==> src/inc/tsrb_pkg.sv <==
// Purpose: Shared constants, state encoding and decode helpers of the sensor register bank.
// Assumes: One core clock; the converter hands over results on that clock.
// Notes: Offsets are register-select values, not byte addresses.
package tsrb_pkg;

  // Register-select values.
  localparam logic [1:0] SEL_TEMP = 2'h0;
  localparam logic [1:0] SEL_CONF = 2'h1;
  localparam logic [1:0] SEL_HYST = 2'h2;
  localparam logic [1:0] SEL_OVER = 2'h3;
  localparam logic [1:0] SEL_RESET = 2'h0;

  // Reset values.
  localparam logic [7:0] CONF_RESET = 8'h00;
  localparam logic [15:0] HYST_RESET = 16'h4b00;
  localparam logic [15:0] OVER_RESET = 16'h5000;
  localparam logic [10:0] TEMP_RESET = 11'h000;

  // Configuration field positions.
  localparam int CONF_SHDN_BIT = 0;
  localparam int CONF_MODE_BIT = 1;
  localparam int CONF_POL_BIT = 2;
  localparam int CONF_FQ_LSB = 3;
  localparam int CONF_RSV_LSB = 5;

  // Data layout of the 16-bit words.
  localparam int TEMP_W = 11;
  localparam int TEMP_LSB = 5;
  localparam int LIMIT_W = 9;
  localparam int LIMIT_LSB = 7;

  // Fixed upper part of the 7-bit bus address, and synchroniser width.
  localparam logic [3:0] ADDR_PREFIX = 4'h9;
  localparam int SYNC_W = 5;

  // Bus engine states, Gray coded along the write path; ST_SACK to ST_TXB changes two bits.
  typedef enum logic [2:0] {
    ST_IDLE = 3'h0,
    ST_ADDR = 3'h1,
    ST_SACK = 3'h3,
    ST_RXB  = 3'h2,
    ST_TXB  = 3'h6,
    ST_MACK = 3'h7
  } tsrb_state_t;

  // Number of consecutive faults that the queue setting asks for.
  function automatic logic [2:0] tsrb_queue_need(input logic [1:0] sel);
    case (sel)
      2'h0: tsrb_queue_need = 3'h1;
      2'h1: tsrb_queue_need = 3'h2;
      2'h2: tsrb_queue_need = 3'h4;
      default: tsrb_queue_need = 3'h6;
    endcase
  endfunction

endpackage

==> src/inc/tsrb_alarm_if.sv <==
// Purpose: Carries comparison inputs and settings from the register bank to the alarm logic.
// Assumes: Both ends run on the core clock.
// Notes: conv_done is a one-cycle pulse, read_evt likewise.
`timescale 1ns/1ns
interface tsrb_alarm_if;
  logic conv_done;
  logic signed [8:0] temp9;
  logic signed [8:0] over9;
  logic signed [8:0] hyst9;
  logic [1:0] fq_sel;
  logic mode_irq;
  logic pol;
  logic shutdown;
  logic read_evt;
  logic level;
  logic active;

  modport bank (
    output conv_done, temp9, over9, hyst9, fq_sel, mode_irq, pol, shutdown, read_evt,
    input level, active
  );
  modport alarm (
    input conv_done, temp9, over9, hyst9, fq_sel, mode_irq, pol, shutdown, read_evt,
    output level, active
  );
endinterface

==> src/logic/tsrb_sync.sv <==
// Purpose: Two-stage synchronisers for the bus pins and address straps.
// Assumes: Inputs are asynchronous to core_clk.
// Notes: Only the second stage is visible outside.
`timescale 1ns/1ns
module tsrb_sync
  import tsrb_pkg::*;
(
  // Clock and reset.
  input wire logic core_clk,
  input wire logic rst,
  // Raw and synchronised levels.
  input wire logic [SYNC_W-1:0] async_in,
  output logic [SYNC_W-1:0] sync_out
);

  // One independent two-flop chain per bit; the first stage feeds only the second.
  // Stages reset high, the idle level of the bus lines, so no false edge follows reset.
  genvar gi;
  generate
    for (gi = 0; gi < SYNC_W; gi++) begin : g_bit
      logic meta_ff;
      always_ff @(posedge core_clk or posedge rst) begin
        if (rst) begin
          meta_ff <= 1'b1;
          sync_out[gi] <= 1'b1;
        end else begin
          meta_ff <= async_in[gi];
          sync_out[gi] <= meta_ff;
        end
      end
    end
  endgenerate

endmodule

==> src/logic/tsrb_alarm.sv <==
// Purpose: Limit comparison, fault queue and alarm output state.
// Assumes: conv_done pulses in the first cycle in which the result register holds its new value.
// Notes: The over limit must stay above the hysteresis limit, else the state is meaningless.
`timescale 1ns/1ns
module tsrb_alarm
  import tsrb_pkg::*;
(
  // Clock and reset.
  input wire logic core_clk,
  input wire logic rst,
  // Settings in, alarm state out.
  tsrb_alarm_if.alarm alm
);

  logic active_ff;
  logic arm_over_ff;
  logic [2:0] cnt_ff;
  logic level_ff;
  logic shdn_q_ff;
  logic nxt_active;

  // Comparison on the nine upper result bits against the limits.
  wire over_hit = alm.temp9 > alm.over9;
  wire under_hit = alm.temp9 < alm.hyst9;
  // Comparator mode looks for the crossing that would flip the output; interrupt
  // mode alternates between the two limits after each trip.
  wire seek_over = alm.mode_irq ? arm_over_ff : ~active_ff;
  wire fault = seek_over ? over_hit : under_hit;
  wire [2:0] need = tsrb_queue_need(alm.fq_sel);
  wire trip = alm.conv_done & fault & ((cnt_ff + 3'h1) >= need);
  wire shdn_rise = alm.shutdown & ~shdn_q_ff;
  wire irq_clear = alm.mode_irq & (alm.read_evt | shdn_rise);

  // A trip wins over a clear arriving in the same cycle, so no event is lost.
  always_comb begin
    nxt_active = active_ff;
    if (trip) begin
      nxt_active = alm.mode_irq | ~active_ff;
    end else if (irq_clear) begin
      nxt_active = 1'b0;
    end
  end

  // Alarm state, queue counter and polarity stage.
  always_ff @(posedge core_clk or posedge rst) begin
    if (rst) begin
      active_ff <= 1'b0;
      arm_over_ff <= 1'b1;
      cnt_ff <= 3'h0;
      level_ff <= 1'b1;
      shdn_q_ff <= 1'b0;
    end else begin
      active_ff <= nxt_active;
      shdn_q_ff <= alm.shutdown;
      if (trip && alm.mode_irq) begin
        arm_over_ff <= ~arm_over_ff;
      end
      if (alm.conv_done) begin
        cnt_ff <= (fault && !trip) ? cnt_ff + 3'h1 : 3'h0;
      end
      level_ff <= active_ff ~^ alm.pol;
    end
  end

  assign alm.level = level_ff;
  assign alm.active = active_ff;

  a_queue_single: assert property (@(posedge core_clk) disable iff (rst)
    (alm.conv_done && fault && cnt_ff == 3'h0 && alm.fq_sel == 2'h0)
      |=> (active_ff != $past(active_ff) || $past(alm.mode_irq)))
    else $error("single-fault queue did not trip");

  a_queue_hold: assert property (@(posedge core_clk) disable iff (rst)
    (alm.conv_done && fault && cnt_ff == 3'h0 && alm.fq_sel == 2'h3 && !irq_clear)
      |=> active_ff == $past(active_ff))
    else $error("six-fault queue tripped on first fault");

  a_irq_read_clear: assert property (@(posedge core_clk) disable iff (rst)
    (alm.mode_irq && alm.read_evt && !trip) |=> !active_ff)
    else $error("interrupt alarm not cleared by read");

  a_alarm_polarity: assert property (@(posedge core_clk) disable iff (rst)
    ##1 level_ff == ($past(active_ff) ~^ $past(alm.pol)))
    else $error("alarm level has wrong polarity");

  a_comp_read_keep: assert property (@(posedge core_clk) disable iff (rst)
    (!alm.mode_irq && !alm.conv_done) |=> active_ff == $past(active_ff))
    else $error("comparator alarm changed without conversion");

endmodule

==> src/logic/tsrb_bank.sv <==
// Purpose: Register bank of a temperature sensor answering as a two-wire bus target.
// Assumes: Bus clock well below a quarter of core_clk; converter on core_clk.
// Notes: Pins are open drain; an enable high means the pin is pulled low.
`timescale 1ns/1ns

module tsrb_bank
  import tsrb_pkg::*;
(
  // Clock and reset.
  input wire logic core_clk,
  input wire logic rst,
  // Two-wire bus pins.
  input wire logic scl_in,
  input wire logic sda_in,
  output logic sda_out,
  output logic sda_oe,
  // Address straps.
  input wire logic [2:0] addr_pins,
  // Converter hand-over.
  input wire logic [10:0] temp_sample,
  input wire logic conv_done,
  output logic conv_run,
  // Alarm pin and its level.
  output logic alarm_output,
  output logic alarm_output_out,
  output logic alarm_output_oe
);

  tsrb_state_t state_ff;
  tsrb_state_t nxt_state;
  logic scl_s;
  logic sda_s;
  logic [2:0] addr_s;
  logic scl_q_ff;
  logic sda_q_ff;
  logic [3:0] bit_cnt_ff;
  logic [3:0] nxt_bit_cnt;
  logic [7:0] shift_ff;
  logic [1:0] byte_idx_ff;
  logic rw_ff;
  logic rd_low_ff;
  logic host_ack_ff;
  logic sda_oe_ff;
  logic nxt_oe;
  logic [7:0] tx_byte_ff;
  logic [7:0] hi_buf_ff;
  logic [1:0] sel_ff;
  logic [7:0] conf_ff;
  logic [LIMIT_W-1:0] hyst_ff;
  logic [LIMIT_W-1:0] over_ff;
  logic [TEMP_W-1:0] temp_ff;
  logic cmp_ff;
  logic [15:0] rd_word;

  tsrb_alarm_if alm ();

  // Bus pins and straps come from outside the clock domain.
  tsrb_sync u_sync (
    .core_clk(core_clk),
    .rst(rst),
    .async_in({scl_in, sda_in, addr_pins}),
    .sync_out({scl_s, sda_s, addr_s})
  );

  tsrb_alarm u_alarm (
    .core_clk(core_clk),
    .rst(rst),
    .alm(alm)
  );

  // Edge and condition detection on the synchronised bus levels.
  wire scl_rise = scl_s & ~scl_q_ff;
  wire scl_fall = ~scl_s & scl_q_ff;
  wire bus_start = scl_s & scl_q_ff & sda_q_ff & ~sda_s;
  wire bus_stop = scl_s & scl_q_ff & ~sda_q_ff & sda_s;
  wire byte_done = scl_fall & (bit_cnt_ff == 4'h8);
  wire addr_hit = shift_ff[7:1] == {ADDR_PREFIX, addr_s};

  // Decode of received bytes: byte 0 is the select byte, then data bytes.
  wire rx_byte = (state_ff == ST_RXB) & byte_done;
  wire sel_load = rx_byte & (byte_idx_ff == 2'h0);
  wire data_hi = rx_byte & (byte_idx_ff == 2'h1);
  wire data_lo = rx_byte & (byte_idx_ff == 2'h2);
  wire conf_wr = data_hi & (sel_ff == SEL_CONF);
  wire hyst_wr = data_lo & (sel_ff == SEL_HYST);
  wire over_wr = data_lo & (sel_ff == SEL_OVER);
  wire read_start = (state_ff == ST_ADDR) & byte_done & addr_hit & shift_ff[0];
  wire load_tx = scl_fall & (((state_ff == ST_SACK) & rw_ff)
                 | ((state_ff == ST_MACK) & host_ack_ff));
  wire conv_accept = conv_done & ~conf_ff[CONF_SHDN_BIT];

  // Read word by select value; stored bits with zero below them, except the configuration byte, which fills both halves.
  always_comb begin
    case (sel_ff)
      SEL_TEMP: rd_word = {temp_ff, 5'h00};
      SEL_CONF: rd_word = {conf_ff, conf_ff};
      SEL_HYST: rd_word = {hyst_ff, 7'h00};
      default: rd_word = {over_ff, 7'h00};
    endcase
  end

  // The select byte itself is never a read source.
  wire [7:0] rd_byte = rd_low_ff ? rd_word[7:0] : rd_word[15:8];

  // Bus engine: acknowledges, steps through bytes and shapes the data line.
  always_comb begin
    nxt_state = state_ff;
    nxt_oe = sda_oe_ff;
    nxt_bit_cnt = bit_cnt_ff;
    if (scl_rise) begin
      nxt_bit_cnt = bit_cnt_ff + 4'h1;
    end
    case (state_ff)
      ST_IDLE: begin
        nxt_oe = 1'b0;
      end
      ST_ADDR: begin
        if (byte_done) begin
          nxt_state = addr_hit ? ST_SACK : ST_IDLE;
          nxt_oe = addr_hit;
        end
      end
      ST_RXB: begin
        if (byte_done) begin
          nxt_state = ST_SACK;
          nxt_oe = 1'b1;
        end
      end
      ST_SACK: begin
        if (scl_fall) begin
          nxt_bit_cnt = 4'h0;
          nxt_state = rw_ff ? ST_TXB : ST_RXB;
          nxt_oe = rw_ff & ~rd_byte[7];
        end
      end
      ST_TXB: begin
        if (scl_fall) begin
          if (bit_cnt_ff == 4'h8) begin
            nxt_state = ST_MACK;
            nxt_oe = 1'b0;
          end else begin
            nxt_oe = ~tx_byte_ff[3'h7 - bit_cnt_ff[2:0]];
          end
        end
      end
      ST_MACK: begin
        // A host that stops acknowledging ends the read, even after one byte.
        if (scl_fall) begin
          nxt_bit_cnt = 4'h0;
          nxt_state = host_ack_ff ? ST_TXB : ST_IDLE;
          nxt_oe = host_ack_ff & ~rd_byte[7];
        end
      end
      default: begin
        nxt_state = ST_IDLE;
        nxt_oe = 1'b0;
      end
    endcase
    if (bus_start) begin
      nxt_state = ST_ADDR;
      nxt_bit_cnt = 4'h0;
      nxt_oe = 1'b0;
    end else if (bus_stop) begin
      nxt_state = ST_IDLE;
      nxt_oe = 1'b0;
    end
  end

  // Engine registers.
  always_ff @(posedge core_clk or posedge rst) begin
    if (rst) begin
      state_ff <= ST_IDLE;
      bit_cnt_ff <= 4'h0;
      sda_oe_ff <= 1'b0;
      // Delayed levels start at the idle bus level to match the synchronisers.
      scl_q_ff <= 1'b1;
      sda_q_ff <= 1'b1;
    end else begin
      state_ff <= nxt_state;
      bit_cnt_ff <= nxt_bit_cnt;
      sda_oe_ff <= nxt_oe;
      scl_q_ff <= scl_s;
      sda_q_ff <= sda_s;
    end
  end

  // Byte shifter, byte position and read sequencing.
  always_ff @(posedge core_clk or posedge rst) begin
    if (rst) begin
      shift_ff <= 8'h00;
      byte_idx_ff <= 2'h0;
      rw_ff <= 1'b0;
      rd_low_ff <= 1'b0;
      host_ack_ff <= 1'b0;
      tx_byte_ff <= 8'h00;
      hi_buf_ff <= 8'h00;
    end else begin
      if (scl_rise && (state_ff == ST_ADDR || state_ff == ST_RXB)) begin
        shift_ff <= {shift_ff[6:0], sda_s};
      end
      if (scl_rise && state_ff == ST_MACK) begin
        host_ack_ff <= ~sda_s;
      end
      if (bus_start) begin
        byte_idx_ff <= 2'h0;
        rd_low_ff <= 1'b0;
      end else if (rx_byte && byte_idx_ff != 2'h3) begin
        byte_idx_ff <= byte_idx_ff + 2'h1;
      end else if (load_tx) begin
        rd_low_ff <= ~rd_low_ff;
      end
      if ((state_ff == ST_ADDR) && byte_done) begin
        rw_ff <= shift_ff[0];
      end
      if (load_tx) begin
        tx_byte_ff <= rd_byte;
      end
      if (data_hi) begin
        hi_buf_ff <= shift_ff;
      end
    end
  end

  // Register file; the result register takes converter data only.
  always_ff @(posedge core_clk or posedge rst) begin
    if (rst) begin
      sel_ff <= SEL_RESET;
      conf_ff <= CONF_RESET;
      hyst_ff <= HYST_RESET[15:LIMIT_LSB];
      over_ff <= OVER_RESET[15:LIMIT_LSB];
      temp_ff <= TEMP_RESET;
      cmp_ff <= 1'b0;
    end else begin
      if (sel_load) begin
        sel_ff <= shift_ff[1:0];
      end
      if (conf_wr) begin
        conf_ff <= shift_ff;
      end
      if (hyst_wr) begin
        hyst_ff <= {hi_buf_ff, shift_ff[7]};
      end
      if (over_wr) begin
        over_ff <= {hi_buf_ff, shift_ff[7]};
      end
      if (conv_accept) begin
        temp_ff <= temp_sample;
      end
      cmp_ff <= conv_accept;
    end
  end

  // Settings and the fresh result toward the alarm logic.
  assign alm.conv_done = cmp_ff;
  assign alm.temp9 = temp_ff[TEMP_W-1:TEMP_W-LIMIT_W];
  assign alm.over9 = over_ff;
  assign alm.hyst9 = hyst_ff;
  assign alm.fq_sel = conf_ff[CONF_FQ_LSB+1:CONF_FQ_LSB];
  assign alm.mode_irq = conf_ff[CONF_MODE_BIT];
  assign alm.pol = conf_ff[CONF_POL_BIT];
  assign alm.shutdown = conf_ff[CONF_SHDN_BIT];
  assign alm.read_evt = read_start;

  // Pins: open drain, so the driven value is always low.
  assign sda_out = 1'b0;
  assign sda_oe = sda_oe_ff;
  assign alarm_output = alm.level;
  assign alarm_output_out = 1'b0;
  assign alarm_output_oe = ~alm.level;
  assign conv_run = ~conf_ff[CONF_SHDN_BIT];

  a_sel_latch: assert property (@(posedge core_clk) disable iff (rst)
    sel_load |=> sel_ff == $past(shift_ff[1:0]))
    else $error("select value not latched");

  a_temp_low_zero: assert property (@(posedge core_clk) disable iff (rst)
    (load_tx && sel_ff == SEL_TEMP && rd_low_ff) |=> tx_byte_ff[4:0] == 5'h00)
    else $error("result low bits not zero");

  a_limit_low_zero: assert property (@(posedge core_clk) disable iff (rst)
    (load_tx && sel_ff[1] && rd_low_ff) |=> tx_byte_ff[6:0] == 7'h00)
    else $error("limit low bits not zero");

  a_temp_read_only: assert property (@(posedge core_clk) disable iff (rst)
    (rx_byte && sel_ff == SEL_TEMP && !conv_accept) |=> $stable(temp_ff))
    else $error("result register changed by a write");

  a_temp_update: assert property (@(posedge core_clk) disable iff (rst)
    conv_accept |=> (temp_ff == $past(temp_sample)) && alm.conv_done)
    else $error("result not updated at conversion end");

  a_shutdown_noconv: assert property (@(posedge core_clk) disable iff (rst)
    conf_ff[CONF_SHDN_BIT] |-> (!conv_accept && !conv_run))
    else $error("conversion accepted in shutdown");

  a_conf_readback: assert property (@(posedge core_clk) disable iff (rst)
    (load_tx && sel_ff == SEL_CONF) |=> tx_byte_ff == $past(conf_ff))
    else $error("configuration read differs from stored byte");

endmodule

==> config.mk <==
export PLATFORM = sky130hd
export DESIGN_NAME = tsrb_bank
export DESIGN_NICKNAME = d
export VERILOG_FILES = /design/src/inc/tsrb_pkg.sv /design/src/inc/tsrb_alarm_if.sv /design/src/logic/tsrb_sync.sv /design/src/logic/tsrb_alarm.sv /design/src/logic/tsrb_bank.sv
export SDC_FILE = /design/constraint.sdc
export NUM_CORES = 1
export LEC_CHECK = 0
export ABC_AREA = 1
export BUFFER_PORTS_ARGS = -buffer_cell sky130_fd_sc_hd__buf_2
export CELL_PAD_IN_SITES_DETAIL_PLACEMENT = 1
export CELL_PAD_IN_SITES_GLOBAL_PLACEMENT = 1
export CORE_MARGIN = 2
export CORE_UTILIZATION = 25
export DETAILED_ROUTE_END_ITERATION = 12
export PLACE_DENSITY = 0.58
export SLEW_MARGIN = 20
export SYNTH_ARGS = -nofsm -noshare
export SYNTH_HDL_FRONTEND = slang
export SYNTH_SLANG_ARGS = --single-unit
==> constraint.sdc <==
create_clock -name core_clk -period 5.2 [get_ports core_clk]
set_input_delay 1.04 -clock core_clk [delete_from_list [all_inputs] [get_ports core_clk]]
set_output_delay 1.04 -clock core_clk [all_outputs]
set_load 0.05 [all_outputs]
==> flow_metrics.tcl, run 1 <==
set metrics [dict create \
    max-slew-margin-rel 0.479 \
    grt_setup_unrepaired "no" \
    hold_crit_class "flop to flop" \
    grt_start_max_net_pins 62 \
    synth-simple-area-share 0.221 \
    detail_route.vias_per_cell 4.42 \
    timing.critical_path.fanout_max 4 \
    irDropWorstVdd_v 0.000139 \
    total_congestion_overflow_after_global_routing 0 \
    clkLatencyLatePin_ns 0.36 \
    setup_ws_ns 2.89 \
    yosysTopAreaCellShare 0.376 \
    register_area_um2 2430 \
    synthesized_area_fraction_occupied_by_xor_and_xnor_cells 0.00867 \
    worst_hold_slack_after_final_layout_ns 0.355 \
    drt_first_iter_violations 144 \
    ant_nets 0 \
    power.static_leakage_nw 2.67 \
    crit_path_cell_trace "inv_1 -> buf_2" \
    dominantRegCellSynth "dfrtp_1" \
    number_of_clock_sinks_seen_by_cts 96 \
    synth.top_cells.by_area "dfrtp_1, nand2_1, dfstp_2, ha_1, inv_1" \
    cts.clk_slew.worst_paths_ns 0.07 \
    floorplan.initialDensity 0.252 \
    timing.critical_path.arrival_ns 1.27 \
    numCtsBuffers 9 \
    first_global_vias 4202 \
    drive_above_1_share 0.155 \
    totalWireLength_mm 13.3 \
    die_x_um 146 \
    cp-end-kind "primary output" \
    antenna-diode-count 0 \
    synth_sequential_area_ratio 0.480 \
    detail_route.first_pass.iterations 4 \
    layout_common_cells "nand2_1, inv_1, dfrtp_1" \
    port_buffers 22 \
    cts_buffer_depth 2 \
    critical_path.n_buffers_inverters 2 \
    synth_async_sr_flop_share 1.00 \
    worstPathRequired_ns 4.16 \
    clockRootBuffer "clkbuf_16" \
    fmax_mhz 433 \
    grt_usage 0.130 \
    route.detailed.drc 0 \
    syn2layout_area_growth_pct 13.6 \
    tritoncts "done" \
    design.die.area_um2 21400 \
    setup_tns_ns 0 \
    place_worst_setup_slack_ns 2.90 \
    ys_ff_latch 96 \
    fill_cells 2388 \
    report.final.setup_viol 0 \
    muxShareOfSynthArea 0 \
    num_vias 3937 \
    post-cts-setup-buffers 0 \
    multi_input_comb_area_um2 2200 \
    dp_hpwl_mm 10.1 \
    synthDominantAreaCellType "dfrtp_1" \
    total_power_mw 2.02 \
    report.final.hold_viol_count 0 \
    layout_worst_path_cycle_share 0.445 \
    status "completed" \
    dominant_combinational_cell_family_by_area_after_synthesis "simple AND/OR/NAND/NOR gates" \
    cts_resized 0 \
    timing.critical_path.max_delay_family "buffers and inverters" \
    synth-compound-area-share 0.136 \
    floorplan.io_pins 25 \
    setup_clock_skew_after_layout_ns 0.0136 \
    biggest_cell_delay_along_the_critical_path_ns 0.41 \
    place_congestion 0.792 \
    synth-warning-count 0 \
    wl_per_cell_um 14.9 \
    finalCriticalPeriod_ns 2.31 \
    power_density_nw_per_um2 353 \
    critical_path_class "flop to primary output" \
    post_synth_num_cell_types 38 \
    grt_first_pass_wirelength_mm 21.8 \
    final_net_count 662 \
    synthesis.instances 593 \
    mappedNetlistArea_um2 5050 \
    report.final.slew_viol_count 0 \
    tightestPinTransition_ns 0.781 \
    critical_path.slowest_cell "dfrtp_1" \
    core_um2 20000 \
    synth_enable_flop_cells 0 \
    yosys.area_share.adder 0.0668 \
    crit_path_start_kind "flop" \
    placement_rows 52 \
    cts_htree_levels 3 \
    cts_hold_buffers 0 \
    antenna_found_initial 0 \
    layout.cells.most_common "nand2_1" \
    max_cap_viol_count 0 \
    die_h_um 146 \
    synth_area_per_cell_um2 8.52 \
]
[where the power goes]
group | total (mW) | switching (mW) | leakage, nW | internal, mW
Clock | 0.732 | 0.295 | 0.153 | 0.437
Combinational | 0.400 | 0.270 | 1.29 | 0.130
Sequential | 0.892 | 0.0674 | 1.23 | 0.825
[layer usage]
layer	track usage	wire [µm]	vias up
li1	-	-	1946
met1	0.164	6170	1935
met2	0.222	6540	39
met3	0.0234	291	17
met4	0.0510	265	0
met5	0	0	-
[flip-flops by register name, indices dropped and copies added, names as in the netlist, 8 cells and up]
| name | cells |
|---|---|
| temp_ff | 11 |
| alm.hyst9 | 9 |
| alm.over9 | 9 |
| conf_ff | 8 |
| hi_buf_ff | 8 |
| shift_ff | 8 |
| tx_byte_ff | 8 |
[synth_stat cells, types with 4 or more instances]
cell type,n
ha_1,27
nand3_1,22
buf_2,4
nor2_1,32
nand2_2,5
inv_1,88
a211oi_1,4
nand2_1,170
buf_6,5
o211ai_1,4
dfrtp_1,76
o21ai_0,41
o221ai_1,5
o21ai_2,20
nand3b_1,5
a21oi_1,20
o21ai_1,9
dfstp_2,20
nand4_1,5
[cell type report]
class,count,share of cell area
Clock inverter,4,0.0133
Clock buffer,12,0.0429
Multi-Input combinational cell,397,0.383
Timing Repair Buffer,23,0.0205
Sequential cell,96,0.423
Inverter,89,0.0586
Tap cell,270,0.0589
[stage by stage]
step / utilization / cell area, µm² / instances
6_report: 0.286 / 5740 / 891
3_5_place_dp: 0.270 / 5420 / 875
5_1_grt: 0.286 / 5740 / 891
2_1_floorplan: - / 5060 / 594
4_1_cts: 0.286 / 5740 / 891
3_3_place_gp: 0.270 / 5420 / 875
[worst register-to-register path: stages (launching register included)]
cell,delay [ns]
dfrtp_1,0.43
ha_1,0.24
xnor2_1,0.21
inv_1,0.07
ha_1,0.32
a21oi_1,0.15
o211ai_1,0.10
nand2_1,0.14
inv_1,0.07
nand3_1,0.10
inv_1,0.06
nand2_1,0.06
nand2_1,0.06
[cell families (layout without fill, tap and decap cells)]
group / count (synthesis) / count (layout)
adder cells (fa/ha/maj): 27 / 27
AO/OA/AOI/OAI: 110 / 110
buffers and inverters: 101 / 128
other: 1 / 2
flip-flops: 96 / 96
AND/OR/NAND/NOR: 253 / 253
XOR/XNOR: 5 / 5
[path summary, 6_finish.rpt]
| kind | start | to | slack, ns | cells after the start |
|---|---|---|---|---|
| min in group asynchronous | rst | shift_ff[5]$_DFFE_PP0P_ | 0.83 | 2 |
| setup / recovery | conf_ff[0]$_DFFE_PP0P_ | conv_run | 2.89 | 2 |
| hold reg to reg | u_sync.g_bit[1].meta_ff$_DFF_PP1_ | u_sync.sync_out[1]$_DFF_PP1_ | 0.36 | 0 |
| hold / removal | u_sync.g_bit[1].meta_ff$_DFF_PP1_ | u_sync.sync_out[1]$_DFF_PP1_ | 0.36 | 0 |
| max in group asynchronous | rst | alm.hyst9[2]$_DFFE_PP1P_ | 3.38 | 3 |
| setup reg to reg | u_alarm.cnt_ff[0]$_DFFE_PP0P_ | u_alarm.alm.active$_DFFE_PP0P_ | 3.07 | 12 |
No activity file was read; power rests on OpenSTA's default activity.
==> inputs of run 2 (changes only) <==
==> constraint.sdc (replaced) <==
create_clock -name core_clk -period 2.2 [get_ports core_clk]
set_input_delay 0.44 -clock core_clk [delete_from_list [all_inputs] [get_ports core_clk]]
set_output_delay 0.44 -clock core_clk [all_outputs]
set_load 0.05 [all_outputs]
==> run 2 against run 1 <==
- via count grew 0.66%
- critical path depth increased by 10
- critical endpoint is now u_alarm.alm.active$_DFFE_PP0P_
- combinational power increased by 150%
- final cell count is 0.67% higher
- clock power is 110% higher
==> flow_metrics.tcl, run 2 (synthesis gave the netlist of run 1 again) <==
set metrics [dict create \
    status "completed" \
    report.final.hold_viol_count 0 \
    cts_buffer_depth 2 \
    detail_route.first_pass.iterations 4 \
    hold_crit_class "input port to async pin" \
    floorplan.io_pins 25 \
    antenna_found_initial 0 \
    layout.cells.most_common "nand2_1" \
    syn2layout_area_growth_pct 14.2 \
    antenna-diode-count 0 \
    numCtsBuffers 9 \
    worst_hold_slack_after_final_layout_ns 0.139 \
    core_um2 20000 \
    layout_common_cells "nand2_1, inv_1, dfrtp_1" \
    cp-end-kind "flop" \
    cts_htree_levels 3 \
    power.static_leakage_nw 2.70 \
    drive_above_1_share 0.166 \
    drt_first_iter_violations 185 \
    cts.clk_slew.worst_paths_ns 0.07 \
    total_congestion_overflow_after_global_routing 0 \
    clkLatencyLatePin_ns 0.36 \
    die_x_um 146 \
    crit_path_cell_trace "ha_1 -> xnor2_1 -> inv_1 -> ha_1 -> a21oi_1 -> o211ai_1 -> nand2_1 -> inv_1 -> nand3_1 -> inv_1 -> nand2_1 -> nand2_1" \
    ant_nets 0 \
    grt_first_pass_wirelength_mm 22.1 \
    design.die.area_um2 21400 \
    wl_per_cell_um 14.7 \
    finalCriticalPeriod_ns 2.05 \
    critical_path_class "flop to flop" \
    place_congestion 0.767 \
    die_h_um 146 \
    tritoncts "done" \
    layout_worst_path_cycle_share 0.934 \
    clockRootBuffer "clkbuf_16" \
    largest-register "temp_ff" \
    timing.critical_path.fanout_max 4 \
    final_cell_area_um2 5770 \
    report.final.setup_viol 0 \
    worst_r2r_startpoint "u_alarm.cnt_ff[0]$_DFFE_PP0P_" \
    port_buffers 22 \
    grt_start_max_net_pins 51 \
    largest_register_ffs 11 \
    first_global_vias 4297 \
    timing.critical_path.arrival_ns 2.30 \
    power_density_nw_per_um2 802 \
    critical_path.slowest_cell "dfrtp_1" \
    biggest_cell_delay_along_the_critical_path_ns 0.42 \
    max_cap_viol_count 0 \
    crit_path_start_kind "flop" \
    floorplan.initialDensity 0.252 \
    postPlaceCellArea_um2 5480 \
    grt_usage 0.131 \
    fmax_mhz 487 \
    detail_route.vias_per_cell 4.42 \
    dp_hpwl_mm 10.4 \
    route.detailed.drc 0 \
    num_vias 3963 \
    report.final.slew_viol_count 0 \
    max-slew-margin-rel 0.625 \
    setup_clock_skew_after_layout_ns 0.0116 \
    placement_rows 52 \
    tightestPinTransition_ns 0.561 \
    number_of_clock_sinks_seen_by_cts 96 \
    final_net_count 668 \
    irDropWorstVdd_v 0.000324 \
    critPathLaunch "u_alarm.cnt_ff[0]$_DFFE_PP0P_" \
    worstPathRequired_ns 2.45 \
    totalWireLength_mm 13.2 \
]
==> run 2: changes by cell type in the layout (fill, tap and decap cells not counted), sizes merged <==
cell,change
buf,+6
bufinv,-2
clkbuf,-3
clkinv,+2
inv,+3
==> run 2: what timing repair did <==
item	4_1_cts	5_1_grt
setup endpoints to repair	0	1
buffers inserted	0	1
gates resized for setup	0	0
hold buffers	0	0
==> run 2: worst max-delay path, delay by kind of cell (launching register included) <==
kind / cells / cell delay [ns]
fa+ha+maj: 2 / 0.55
flops: 1 / 0.42
simple gates: 4 / 0.35
compound gates: 2 / 0.24
buf+inv: 3 / 0.21
xor+xnor: 1 / 0.18
==> run 2: power breakdown <==
group / leakage [nW] / internal [mW] / total (mW) / switching, mW
clock: 0.143 / 0.789 / 1.54 / 0.749
combinational: 1.32 / 0.329 / 0.982 / 0.653
sequential: 1.23 / 1.95 / 2.11 / 0.159
total: 2.70 / 3.07 / 4.63 / 1.56
==> run 2: layout make-up <==
cell class | count | area (µm²)
Fill cell | 2435 | 14300
Sequential cell | 96 | 2430
Multi-Input combinational cell | 397 | 2200
Inverter | 89 | 338
Tap cell | 270 | 338
Clock buffer | 9 | 225
Timing Repair Buffer | 29 | 188
Clock inverter | 7 | 57.6
==> run 2: metal layers <==
metal  GRT usage  vias to the layer above  share of wire
met5           0                        -              0
li1            -                     1964              -
met2       0.222                       50           0.48
met1       0.163                     1926           0.47
met3      0.0300                       23          0.021
met4      0.0519                        0          0.029
==> run 2: per-stage QoR <==
| stage | TNS, ns | util | power (mW) | setup WS (ns) | instances |
|---|---|---|---|---|---|
| 3_5_place_dp | 0 | 0.273 | 3.13 | 0.138 | 880 |
| 5_1_grt | -0.00787 | 0.288 | 4.94 | -0.00787 | 897 |
| 3_3_place_gp | 0 | 0.273 | 3.06 | 0.251 | 880 |
| 2_1_floorplan | 0 | - | 2.81 | 0.348 | 594 |
| 6_report | 0 | 0.288 | 4.63 | 0.145 | 897 |
| 4_1_cts | 0 | 0.288 | 4.72 | 0.120 | 896 |
==> run 2: path summary, 6_finish.rpt <==
kind	endpoint	slack, ns	cells past startpoint
max	u_alarm.alm.active$_DFFE_PP0P_	0.15	12
min	hi_buf_ff[1]$_DFFE_PP0P_	0.14	2
max reg2reg	u_alarm.alm.active$_DFFE_PP0P_	0.15	12
min reg2reg	u_sync.sync_out[1]$_DFF_PP1_	0.36	0
max in group asynchronous	u_alarm.alm.level$_DFF_PP1_	1.37	3
min in group core_clk	u_sync.g_bit[2].meta_ff$_DFF_PP1_	0.18	1
==> inputs of run 3 (changes only) <==
==> constraint.sdc (replaced) <==
create_clock -name core_clk -period 2.4 [get_ports core_clk]
set_input_delay 0.48 -clock core_clk [delete_from_list [all_inputs] [get_ports core_clk]]
set_output_delay 0.48 -clock core_clk [all_outputs]
set_load 0.05 [all_outputs]
==> run 3 against run 2 <==
- maximum frequency down 4.0%
- combinational power down 9.2%
- flip-flop and latch count unchanged
- highest routed layer unchanged
- clock-buffer cell count up 1
- non-clock buffer count down 1
- routed wire length up 0.84%
- utilization down 0.12 points
- setup slack better by 0.11 ns
- clock power down 8%
==> flow_metrics.tcl, run 3 (synthesis gave the netlist of run 1 again) <==
set metrics [dict create \
    status "completed" \
    max_cap_viol_count 0 \
    detail_route.first_pass.iterations 4 \
    total_congestion_overflow_after_global_routing 0 \
    cts_buffer_depth 2 \
    floorplan.io_pins 25 \
    die_x_um 146 \
    floorplan.initialDensity 0.252 \
    postPlaceCellArea_um2 5470 \
    setup_clock_skew_after_layout_ns 0.0117 \
    max-slew-margin-rel 0.666 \
    syn2layout_area_growth_pct 13.7 \
    cts_resized 0 \
    first_global_vias 4137 \
    worstPathRequired_ns 2.65 \
    final_cell_area_um2 5750 \
    cts_hold_buffers 0 \
    placement_rows 52 \
    cts.clk_slew.worst_paths_ns 0.07 \
    final_net_count 667 \
    dp_hpwl_mm 10.4 \
    tritoncts "done" \
    power.static_leakage_nw 2.68 \
    tightestPinTransition_ns 0.498 \
    port_buffers 22 \
    die_h_um 146 \
    totalWireLength_mm 13.3 \
    final-instance-count-excl-fill 896 \
    clockRootBuffer "clkbuf_16" \
    power_density_nw_per_um2 737 \
    power_frac_clock 0.333 \
    cts_htree_levels 3 \
    layout.cells.most_common "nand2_1" \
    combinationalPowerShare 0.211 \
    timing.critical_path.arrival_ns 2.39 \
    detail_route.vias_per_cell 4.35 \
    critical_path_class "flop to flop" \
    total_power_mw 4.23 \
    report.final.slew_viol_count 0 \
    irDropWorstVdd_v 0.000268 \
    setup_tns_ns 0 \
    utilization 0.287 \
    grt_usage 0.132 \
    grt_setup_unrepaired "no" \
    timing.critical_path.fanout_max 4 \
    place_congestion 0.772 \
    switchingPower_mw 1.44 \
    antenna_found_initial 0 \
    route.detailed.drc 0 \
    critical_path.slowest_cell "dfrtp_1" \
    biggest_cell_delay_along_the_critical_path_ns 0.42 \
    finalCriticalPeriod_ns 2.14 \
    antenna-diode-count 0 \
    drive_above_1_share 0.163 \
    crit_path_start_kind "flop" \
    numPlacedInstances 880 \
    num_vias 3896 \
    largest-register "temp_ff" \
    ant_nets 0 \
    fill_cells 2453 \
    layout_worst_path_cycle_share 0.892 \
    core_um2 20000 \
    largest_register_ffs 11 \
    design.die.area_um2 21400 \
    hold_crit_class "input port to async pin" \
    layout_common_cells "nand2_1, inv_1, dfrtp_1" \
    report.final.hold_viol_count 0 \
    sequentialPowerShare 0.456 \
    wl_per_cell_um 14.8 \
    fmax_mhz 467 \
    drt_first_iter_violations 197 \
    clkLatencyLatePin_ns 0.36 \
    numCtsBuffers 9 \
    crit_path_cell_trace "ha_1 -> xnor2_1 -> inv_1 -> ha_1 -> a21oi_1 -> o211ai_1 -> nand2_1 -> inv_1 -> nand3_1 -> inv_1 -> nand2_1 -> nand2_1" \
    grt_start_max_net_pins 51 \
    post-cts-setup-buffers 0 \
    number_of_clock_sinks_seen_by_cts 96 \
    power.switching_fraction 0.339 \
    cell_internal_pwr_mw 2.80 \
    grt_first_pass_wirelength_mm 22.1 \
    cp-end-kind "flop" \
    report.final.setup_viol 0 \
]
[run 3: changes by cell type in the layout (fill, tap and decap cells not counted), sizes merged]
| cell | delta |
|---|---|
| clkbuf | +1 |
| clkinv | -2 |
| buf | -1 |
| clkinvlp | +1 |
[run 3: path summary, 6_finish.rpt]
| kind | from | end | slack (ns) | cells after the start |
|---|---|---|---|---|
| worst max-delay path | u_alarm.cnt_ff[0]$_DFFE_PP0P_ | u_alarm.alm.active$_DFFE_PP0P_ | 0.26 | 12 |
| worst min-delay path | rst | conf_ff[5]$_DFFE_PP0P_ | 0.12 | 2 |
| worst max register to register | u_alarm.cnt_ff[0]$_DFFE_PP0P_ | u_alarm.alm.active$_DFFE_PP0P_ | 0.26 | 12 |
| worst min register to register | u_sync.g_bit[2].meta_ff$_DFF_PP1_ | u_sync.sync_out[2]$_DFF_PP1_ | 0.36 | 0 |
| max in group asynchronous | rst | u_alarm.alm.level$_DFF_PP1_ | 1.64 | 3 |
| min in group core_clk | addr_pins[2] | u_sync.g_bit[2].meta_ff$_DFF_PP1_ | 0.22 | 1 |
[run 3: metal layers]
layer | wire [µm] | vias up | GRT usage
met5 | 0 | - | 0
met4 | 234 | 0 | 0.0383
met3 | 420 | 19 | 0.0347
met2 | 6320 | 54 | 0.221
met1 | 6290 | 1867 | 0.168
li1 | - | 1956 | -
[run 3: metrics by stage]
stage               hold WS [ns]  setup WS, ns
finish                     0.116         0.259
global route               0.130        0.0384
CTS                        0.114         0.257
detailed placement         0.348         0.274
global placement           0.346         0.452
floorplan                  0.345         0.548
[run 3: cell type report]
type | instances | area, µm² | share of cell area
multi-input cells | 397 | 2200 | 0.382
clock inverters | 6 | 48.8 | 0.00849
well taps | 270 | 338 | 0.0588
inverters | 89 | 338 | 0.0588
clock buffers | 10 | 229 | 0.0399
flip-flops and latches | 96 | 2430 | 0.422
repair buffers | 28 | 168 | 0.0292
[run 3: worst max-delay path: cells and delay by family, from the launching register on]
kind                     cells  cell delay (ns)
adder cells (fa/ha/maj)      2             0.55
flip-flops                   1             0.42
AND/OR/NAND/NOR              4             0.37
AO/OA/AOI/OAI                2             0.28
buffers and inverters        3             0.21
XOR/XNOR                     1             0.21
[run 3: power by group through the flow]
stage	Clock [mW]	Sequential (mW)	Combinational [mW]
final	1.41	1.93	0.892
after global routing	1.53	1.96	1.04
after CTS	1.48	1.93	0.913
after detailed placement	0	1.96	0.908
after global placement	0	1.95	0.850
after floorplan	0	1.95	0.624
